**src/rtl/pll_cfg_pkg.sv**
```systemverilog
/*
 * Constants for the PLL configuration word decoder: register map,
 * field positions, reset values and derived figures.
 * Assumes a plain strobe register port with byte addresses.
 */
package pll_cfg_pkg;

	// Register port
	localparam int ADDR_W = 4;
	localparam logic [3:0] OFS_CFG_WORD = 4'h0;
	localparam logic [3:0] OFS_PROG_WORD = 4'h4;
	localparam logic [3:0] OFS_CTRL = 4'h8;
	localparam logic [3:0] OFS_STATUS = 4'hc;

	// Field positions in the configuration word
	localparam int ODIV_LSB = 16;
	localparam int USB_BYPASS_BIT = 15;
	localparam int UDIV_LSB = 8;
	localparam int MUL_LSB = 4;
	localparam int CODE_W = 3;

	// Reserved positions must hold ones: 31..19, 14..11, 7, 3
	localparam logic [31:0] RSVD_MASK = 32'hfff8_7888;

	// Erased nonvolatile word reads all ones
	localparam logic [31:0] CFG_RESET = 32'hffff_ffff;

	// Control register bits
	localparam int CTRL_APPLY_BIT = 0;
	localparam int CTRL_CLR_ERR_BIT = 1;

	// Status register fields
	localparam int ST_MUL_LSB = 0;
	localparam int ST_ODIV_LSB = 8;
	localparam int ST_UDIV_LSB = 20;
	localparam int ST_BYPASS_BIT = 24;
	localparam int ST_USB_PRES_BIT = 25;
	localparam int ST_RSVD_ERR_BIT = 26;
	localparam int ST_LOADED_BIT = 27;

	// Decoded value widths
	localparam int MUL_W = 5;
	localparam int ODIV_W = 9;
	localparam int SHIFT_W = 4;
	localparam int UDIV_W = 4;

	// Default PLL input frequency in kHz
	localparam logic [15:0] PLL_IN_KHZ_DEF = 16'd4000;

	typedef enum logic {
		ST_CAPTURE,
		ST_RUN
	} cap_state_t;

endpackage

```
**src/rtl/pll_code_decode.sv**
```systemverilog
/*
 * Turns the three-bit codes of the configuration word into
 * multiplier, output divisor and USB input divider values.
 * Purely combinational; the caller registers the results.
 */
`timescale 1ns/10ps
`default_nettype none

module pll_code_decode (
	// Codes
	input wire logic [pll_cfg_pkg::CODE_W-1:0] mul_code_i,
	input wire logic [pll_cfg_pkg::CODE_W-1:0] odiv_code_i,
	input wire logic [pll_cfg_pkg::CODE_W-1:0] udiv_code_i,
	// Decoded values
	output logic [pll_cfg_pkg::MUL_W-1:0] mult_o,
	output logic [pll_cfg_pkg::ODIV_W-1:0] odiv_o,
	output logic [pll_cfg_pkg::SHIFT_W-1:0] odiv_shift_o,
	output logic [pll_cfg_pkg::UDIV_W-1:0] udiv_o
);
	import pll_cfg_pkg::*;

	always_comb begin
		case (mul_code_i)
			3'h7: mult_o = 5'd24;
			default: mult_o = MUL_W'(5'd15 + {2'h0, mul_code_i});
		endcase
	end

	always_comb begin
		case (odiv_code_i)
			3'h7: odiv_shift_o = 4'h8;
			default: odiv_shift_o = {1'b0, odiv_code_i};
		endcase
		odiv_o = ODIV_W'(9'h001 << odiv_shift_o);
	end

	always_comb begin
		case (udiv_code_i)
			3'h6: udiv_o = 4'ha;
			3'h7: udiv_o = 4'hc;
			default: udiv_o = UDIV_W'({1'b0, udiv_code_i} + 4'h1);
		endcase
	end

endmodule

`default_nettype wire

```
**src/rtl/pll_config_word_decode.sv**
```systemverilog
/*
 * PLL configuration word decoder: captures the nonvolatile
 * configuration word after reset, decodes it and drives the
 * clock generator settings and the resulting system clock figure.
 * Assumes the nonvolatile word is stable while reset is released
 * and that registers are reached over a plain strobe port.
 */
// Implementation choices: the plain strobed port and the address map.
`timescale 1ns/10ps
`default_nettype none

// Overview of operation
// - Output divisor codes 0..7 divide PLL output by 1,2,4,8,16,32,64,256.
// - USB PLL control bit clear enables USB PLL; set disables and bypasses.
// - USB input divider codes 0..7 divide by 1,2,3,4,5,6,10,12.
// - Multiplier codes 0..7 select 15,16,17,18,19,20,21,24.
// - USB fields only act on variants with USB; elsewhere ignored.
module pll_config_word_decode #(
	parameter logic USB_PRESENT = 1'b1,
	parameter logic [15:0] PLL_IN_KHZ = pll_cfg_pkg::PLL_IN_KHZ_DEF
) (
	// Clock and reset
	input wire logic sys_clk_i,
	input wire logic reset_n_i,
	// Nonvolatile configuration source
	input wire logic [31:0] nv_word_i,
	// Register port
	input wire logic [pll_cfg_pkg::ADDR_W-1:0] addr_i,
	input wire logic [31:0] wdata_i,
	input wire logic wr_i,
	input wire logic rd_i,
	output logic [31:0] rdata_o,
	// Clock generator settings
	output logic [pll_cfg_pkg::MUL_W-1:0] pll_multiplier_o,
	output logic [pll_cfg_pkg::ODIV_W-1:0] pll_output_divisor_o,
	output logic [pll_cfg_pkg::UDIV_W-1:0] usb_pll_input_divider_o,
	output logic usb_pll_bypass_o,
	output logic [31:0] sys_clk_khz_o,
	output logic cfg_loaded_o
);
	import pll_cfg_pkg::*;

	cap_state_t state;
	logic [31:0] pll_config_word;
	logic [31:0] prog_word;
	logic rsvd_err;

	logic [31:0] next_word;
	logic wr_cfg;
	logic wr_prog;
	logic wr_ctrl;
	logic apply;
	logic prog_bad;
	logic cfg_bad;
	logic [MUL_W-1:0] next_mult;
	logic [ODIV_W-1:0] next_odiv;
	logic [SHIFT_W-1:0] next_shift;
	logic [UDIV_W-1:0] dec_udiv;
	logic [UDIV_W-1:0] next_udiv;
	logic next_bypass;
	logic [31:0] next_khz;
	logic [31:0] next_rdata;

	////////////////////////////////////////////////////////////////
	// Register decode

	always_comb begin
		wr_cfg = wr_i && (addr_i == OFS_CFG_WORD);
		wr_prog = wr_i && (addr_i == OFS_PROG_WORD);
		wr_ctrl = wr_i && (addr_i == OFS_CTRL);
		apply = wr_ctrl && wdata_i[CTRL_APPLY_BIT];
	end

	// Reserved positions not all ones in a programmed word or in the captured word
	always_comb begin
		prog_bad = wr_prog && ((wdata_i & RSVD_MASK) != RSVD_MASK);
		cfg_bad = (state == ST_CAPTURE) && ((nv_word_i & RSVD_MASK) != RSVD_MASK);
	end

	////////////////////////////////////////////////////////////////
	// Capture of the active configuration word

	always_comb begin
		case (state)
			ST_CAPTURE: next_word = nv_word_i;
			ST_RUN: next_word = apply ? prog_word : pll_config_word;
			default: next_word = pll_config_word;
		endcase
	end

	always_ff @(posedge sys_clk_i or negedge reset_n_i) begin
		if (!reset_n_i) begin
			state <= ST_CAPTURE;
		end else begin
			case (state)
				ST_CAPTURE: state <= ST_RUN;
				ST_RUN: state <= ST_RUN;
				default: state <= ST_CAPTURE;
			endcase
		end
	end

	always_ff @(posedge sys_clk_i or negedge reset_n_i) begin
		if (!reset_n_i) begin
			pll_config_word <= CFG_RESET;
		end else begin
			pll_config_word <= next_word;
		end
	end

	// Writing the active word directly is refused; after capture only apply loads it
	always_ff @(posedge sys_clk_i or negedge reset_n_i) begin
		if (!reset_n_i) begin
			prog_word <= CFG_RESET;
		end else if (wr_prog) begin
			prog_word <= wdata_i;
		end
	end

	// Sticky reserved-bit violation, set wins over clear
	always_ff @(posedge sys_clk_i or negedge reset_n_i) begin
		if (!reset_n_i) begin
			rsvd_err <= 1'b0;
		end else if (prog_bad || cfg_bad) begin
			rsvd_err <= 1'b1;
		end else if (wr_ctrl && wdata_i[CTRL_CLR_ERR_BIT]) begin
			rsvd_err <= 1'b0;
		end
	end

	////////////////////////////////////////////////////////////////
	// Field decode

	pll_code_decode u_decode (
		.mul_code_i(next_word[MUL_LSB +: CODE_W]),
		.odiv_code_i(next_word[ODIV_LSB +: CODE_W]),
		.udiv_code_i(next_word[UDIV_LSB +: CODE_W]),
		.mult_o(next_mult),
		.odiv_o(next_odiv),
		.odiv_shift_o(next_shift),
		.udiv_o(dec_udiv)
	);

	// Variants without USB keep the USB PLL bypassed at divide by one
	always_comb begin
		if (USB_PRESENT) begin
			next_bypass = next_word[USB_BYPASS_BIT];
			next_udiv = dec_udiv;
		end else begin
			next_bypass = 1'b1;
			next_udiv = 4'h1;
		end
	end

	// Every divisor is a power of two, so divide by shifting
	always_comb begin
		next_khz = 32'(({16'h0000, PLL_IN_KHZ} * {27'h0, next_mult}) >> next_shift);
	end

	always_ff @(posedge sys_clk_i or negedge reset_n_i) begin
		if (!reset_n_i) begin
			pll_multiplier_o <= 5'd24;
			pll_output_divisor_o <= 9'h100;
		end else begin
			pll_multiplier_o <= next_mult;
			pll_output_divisor_o <= next_odiv;
		end
	end

	always_ff @(posedge sys_clk_i or negedge reset_n_i) begin
		if (!reset_n_i) begin
			usb_pll_input_divider_o <= 4'h1;
			usb_pll_bypass_o <= 1'b1;
		end else begin
			usb_pll_input_divider_o <= next_udiv;
			usb_pll_bypass_o <= next_bypass;
		end
	end

	always_ff @(posedge sys_clk_i or negedge reset_n_i) begin
		if (!reset_n_i) begin
			sys_clk_khz_o <= 32'h0000_0000;
		end else begin
			sys_clk_khz_o <= next_khz;
		end
	end

	assign cfg_loaded_o = (state == ST_RUN);

	////////////////////////////////////////////////////////////////
	// Read data, one cycle after the strobe

	always_comb begin
		next_rdata = 32'h0000_0000;
		if (rd_i) begin
			case (addr_i)
				OFS_CFG_WORD: next_rdata = pll_config_word;
				OFS_PROG_WORD: next_rdata = prog_word;
				OFS_STATUS: begin
					next_rdata[ST_MUL_LSB +: MUL_W] = pll_multiplier_o;
					next_rdata[ST_ODIV_LSB +: ODIV_W] = pll_output_divisor_o;
					next_rdata[ST_UDIV_LSB +: UDIV_W] = usb_pll_input_divider_o;
					next_rdata[ST_BYPASS_BIT] = usb_pll_bypass_o;
					next_rdata[ST_USB_PRES_BIT] = USB_PRESENT;
					next_rdata[ST_RSVD_ERR_BIT] = rsvd_err;
					next_rdata[ST_LOADED_BIT] = cfg_loaded_o;
				end
				default: next_rdata = 32'h0000_0000;
			endcase
		end
	end

	always_ff @(posedge sys_clk_i or negedge reset_n_i) begin
		if (!reset_n_i) begin
			rdata_o <= 32'h0000_0000;
		end else begin
			rdata_o <= next_rdata;
		end
	end
endmodule

`default_nettype wire

```
**config.mk**
```make
export PLATFORM = sky130hd
export DESIGN_NAME = pll_config_word_decode
export DESIGN_NICKNAME = d
export VERILOG_FILES = /design/src/rtl/pll_cfg_pkg.sv /design/src/rtl/pll_code_decode.sv /design/src/rtl/pll_config_word_decode.sv
export SDC_FILE = /design/constraint.sdc
export NUM_CORES = 1
export LEC_CHECK = 0
export BUFFER_PORTS_ARGS = -buffer_cell sky130_fd_sc_hd__buf_4
export CAP_MARGIN = 40
export CORE_ASPECT_RATIO = 1.1
export CORE_UTILIZATION = 59
export DETAILED_ROUTE_END_ITERATION = 12
export GPL_ROUTABILITY_DRIVEN = 0
export GPL_TIMING_DRIVEN = 1
export PLACE_DENSITY = 0.83
export SLEW_MARGIN = 5
export SYNTH_ARGS = -nofsm -noshare
export SYNTH_HDL_FRONTEND = slang
export SYNTH_SLANG_ARGS = --single-unit
```
**constraint.sdc**
```tcl
create_clock -name sys_clk_i -period 11.55 [get_ports sys_clk_i]
set_input_delay 2.8875 -clock sys_clk_i [delete_from_list [all_inputs] [get_ports sys_clk_i]]
set_output_delay 2.8875 -clock sys_clk_i [all_outputs]
set_load 0.03 [all_outputs]
```
==> results.txt <==
----------------------------------------------------
[Clocking]
  CTS sink count ... 133
  Htree depth ... 4
  # resized after CTS ... 0
  Buffer depth of the longest clock path ... 2
  Clk_lat worst skew ... 0.42 ns
  Clock slew seen by the registers of the worst setup and hold paths ... 0.06 ns
  CTS hold repair buffers ... 0
  Number of buffers added by the clock tree synthesis step ... 17
  Clock root buffer ... sky130_fd_sc_hd__clkbuf_16
  CTS tree ... done
  Number of setup buffers added after CTS ... 0

[Finish]
  Area added between synthesis and finish ... 24.79%
  Fillers ... 709
  Layout cells sized above 1 ... 38.64%
  Most common cell after layout, fill and taps aside ... sky130_fd_sc_hd__buf_4
  FF/Latch Area ... 3415 um^2
  Total Nets Final ... 877
  Fin util ... 77.16%
  Area occupied by multi-input gates ... 3142 um^2
  Commonest non-fill, non-tap cells in the layout ... sky130_fd_sc_hd__buf_4, sky130_fd_sc_hd__nor2_1, sky130_fd_sc_hd__dfstp_2
  Area of all placed cells without fillers ... 8573 um^2
  # diodes ... 0

[Floorplan]
  Die Y ... 115.2 um
  Starting density of the core ... 61.84%
  Total Die Area ... 12,080 um^2
  Overall die width ... 104.9 um
  Std cell rows ... 40
  Area inside the core boundary ... 11,110 um^2
  Number of primary I/O pins ... 156

[Logic synthesis]
  Xor-xnor portion of the synthesized cell area ... 0.7649%
  Dominant synthesized flop cell ... sky130_fd_sc_hd__dfstp_2
  Number of flops mapped to enable cells by yosys ... 0
  Cell types with the largest area share after synthesis ... sky130_fd_sc_hd__dfstp_2, sky130_fd_sc_hd__dfrtp_1, sky130_fd_sc_hd__mux2i_1, sky130_fd_sc_hd__nor2_1, sky130_fd_sc_hd__mux2_2
  Synthesized area divided by synthesized cell count ... 10.57 um^2
  Adder and majority gate portion of the synthesized area ... 5.718%
  Mapped Cells ... 650
  Cell taking the most area after synthesis ... sky130_fd_sc_hd__dfstp_2
  Main combinational cell family by area after synthesis ... multiplexers
  Multiplexer share of the synthesized area ... 13.22%
  Unique masters post-synth ... 66
  Number of warnings reported in the yosys synthesis log ... 0
  Simple-gate portion of the synthesized area ... 13.00%
  Post-synthesis instance area ... 6870 um^2
  Yosys reg bits ... 133
  Yosys top cell area share ... 26.01%
  Synth Area in Compound Gates ... 12.00%
  Share of async-settable or async-resettable flops after synthesis ... 100.0%
  Proportion of synthesized chip area in sequential cells ... 49.68%

[STA]
  RSZ-0062 raised after global routing ... no
  Post-Route Hold Slack ... 0.5097 ns
  TNS Setup ... 0 ns
  Layout Skew ... 0.007431 ns
  Fin worst setup slack ... 3.705 ns
  Finish-stage setup viols ... 0
  Max-Slew Margin vs Limit ... 38.50%
  Final count of hold timing violations ... 0
  Max-slew violation count ... 0
  Post-layout minimum cycle time ... 7.845 ns
  Peak Freq ... 127.5 MHz
  Transition time of the tightest slew-check pin ... 0.9199 ns
  Final cycle utilization of the critical path ... 67.92%

[Worst setup path]
  Biggest cell delay along the critical path ... 0.52 ns
  Largest fanout of any net on the critical path ... 29
  Total buffers and inverters traversed by the critical path ... 5
  CP arrival ... 8.14 ns
  Top cell by count, worst path ... sky130_fd_sc_hd__inv_1
  Cell with the largest stage delay on the worst path ... sky130_fd_sc_hd__fa_1
  Data required time of the worst path ... 11.84 ns
  Ordered cell list for the critical path ... buf_4, nand3b_2, nor2_4, o211a_4, inv_1, nor2_1, ha_1, nand2b_1, inv_1, ha_1, inv_1, fa_1, fa_1, inv_1, ha_1, a21oi_1, a21boi_0, xnor2_1, mux2i_1, nor3_1, a221oi_1, o21ai_1
  Worst setup SP type ... primary input
  Classification of the worst setup path ... primary input to flop
  Cell type group with the largest total delay on the critical path ... adder cells
  Sort of element at the end of the critical path ... flop

[Pwr]
  Clock network fraction of design power ... 31.6%
  Power per unit of standard cell area ... 212.3 nW/um^2
  Portion of total power attributed to combinational logic ... 35.0%
  Switching Share ... 34.76%
  Power share of the sequential group ... 33.3%
  Leakage ... 4.085 nW
  Worst IR Drop VDD ... 0.0001855 V
  Cell Int Power ... 1.188 mW
  Net Switching ... 0.6327 mW

[Route]
  DR DRC count ... 0
  Vias ... 5,607
  Number of detailed-route iterations in the first pass ... 6
  Routed wirelength normalized by instance count ... 19.66 um
  Number of vias per cell ... 5.971
  Remaining number of nets flagged by the antenna check after routing ... 0
  Initial detailed-routing violation count ... 471
  Routed Wire Length ... 18.46 mm

[GRT]
  Vias in the first global route ... 5,491
  Global-route wire length before repair ... 28.80 mm
  Initial antenna violation count ... 0
  Pin count of the biggest net entering global routing ... 70
  Overall routing resource usage ... 31.66%
  Congestion Overflow GR ... 0

[Place]
  Placed cell area ... 7936 um^2
  Setup WS pre-CTS ... 3.410 ns
  Port bufs ... 140
  Detailed-placement wirelength estimate ... 12.76 mm

[Worst hold path]
  Hold Crit Class ... flop to flop

[Status]
  Run status ... finished, final reports clean

[Run]
  Max-capacitance violation count ... 0

----------------------------------------------------
[sequential cells by signal (all words and copies together) (netlist names)]
register and cells:
pll_output_divisor_o 9, pll_config_word 32, sys_clk_khz_o 17, cfg_loaded_o 1, rdata_o 32, usb_pll_input_divider_o 4
pll_multiplier_o 5, rsvd_err 1, prog_word 32
[Yosys cell counts, types with 2 or more instances]
master / count
sky130_fd_sc_hd__a211oi_1: 5
sky130_fd_sc_hd__a21oi_1: 61
sky130_fd_sc_hd__a221oi_1: 3
sky130_fd_sc_hd__a22oi_1: 11
sky130_fd_sc_hd__a31o_2: 3
sky130_fd_sc_hd__a31oi_1: 2
sky130_fd_sc_hd__a41oi_1: 2
sky130_fd_sc_hd__and2_1: 3
sky130_fd_sc_hd__buf_1: 7
sky130_fd_sc_hd__buf_2: 12
sky130_fd_sc_hd__buf_4: 19
sky130_fd_sc_hd__clkbuf_1: 13
sky130_fd_sc_hd__conb_1: 2
sky130_fd_sc_hd__dfrtp_1: 65
sky130_fd_sc_hd__dfstp_2: 68
sky130_fd_sc_hd__fa_1: 9
sky130_fd_sc_hd__ha_1: 17
sky130_fd_sc_hd__inv_1: 22
sky130_fd_sc_hd__inv_2: 3
sky130_fd_sc_hd__mux2_2: 34
sky130_fd_sc_hd__mux2i_1: 51
sky130_fd_sc_hd__nand2_1: 31
sky130_fd_sc_hd__nand2b_1: 6
sky130_fd_sc_hd__nand3_1: 9
sky130_fd_sc_hd__nand4_1: 10
sky130_fd_sc_hd__nor2_1: 102
sky130_fd_sc_hd__nor2b_1: 10
sky130_fd_sc_hd__nor3_1: 7
sky130_fd_sc_hd__nor4_1: 2
sky130_fd_sc_hd__o21a_1: 2
sky130_fd_sc_hd__o21ai_0: 15
sky130_fd_sc_hd__o21ai_1: 3
sky130_fd_sc_hd__o21ai_2: 2
sky130_fd_sc_hd__o221ai_1: 2
sky130_fd_sc_hd__o22ai_1: 2
sky130_fd_sc_hd__xnor2_1: 5
[final timing paths]
path	start	endpoint	slack, ns	cells after the start
hold / removal	pll_output_divisor_o[0]	rdata_o[8]	0.51	2
setup / recovery	addr_i[2]	sys_clk_khz_o[9]	3.71	22
setup reg to reg	cfg_loaded_o	sys_clk_khz_o[9]	5.95	20
min in group asynchronous	reset_n_i	rdata_o[28]	2.58	1
hold reg to reg	pll_output_divisor_o[0]	rdata_o[8]	0.51	2
max in group asynchronous	reset_n_i	cfg_loaded_o	7.60	2
[worst register-to-register path, delay by kind of cell (launching register included)]
| family | cells | cell delay [ns] |
|---|---|---|
| adder cells (fa/ha/maj) | 5 | 1.91 |
| AO/OA/AOI/OAI | 5 | 1.23 |
| buffers and inverters | 4 | 0.81 |
| AND/OR/NAND/NOR | 4 | 0.68 |
| flip-flops | 1 | 0.34 |
| multiplexers | 1 | 0.33 |
| XOR/XNOR | 1 | 0.15 |
[metal layers]
| metal | global-route usage (%) | share of wire, % | vias up |
|---|---|---|---|
| met2 | 54.75 | 52 | 309 |
| li1 | - | - | 2488 |
| met3 | 7.200 | 8.2 | 53 |
| met4 | 13.43 | 3.1 | 0 |
| met1 | 38.56 | 37 | 2757 |
| met5 | 0 | 0 | - |
[power groups by stage]
stage               combinational (mW)  clock (mW)  sequential (mW)
floorplan                        0.387           0            0.663
global placement                 0.605           0            0.608
detailed placement               0.623           0            0.610
CTS                              0.631       0.583            0.606
global route                     0.688       0.604            0.613
finish                           0.638       0.575            0.607
[layout make-up]
cell class	instances	area share (%)
Inverter	26	1.168
Tap cell	147	2.145
Clock inverter	14	2.306
Sequential cell	133	39.83
Clock buffer	18	5.123
Multi-Input combinational cell	455	36.65
Timing Repair Buffer	146	12.78
[through the flow]
stage          std cells  power, mW
2_1_floorplan        665      1.051
3_3_place_gp         905      1.213
3_5_place_dp         907      1.233
4_1_cts              939      1.820
5_1_grt              939      1.904
6_report             939      1.821
[cells by family after synthesis]
kind of cell             after synthesis
XOR/XNOR                               6
buffers and inverters                 77
AND/OR/NAND/NOR                      192
multiplexers                          86
other                                  2
adder cells (fa/ha/maj)               26
AO/OA/AOI/OAI                        128
flip-flops                           133
No activity file was read; power rests on OpenSTA's default activity.
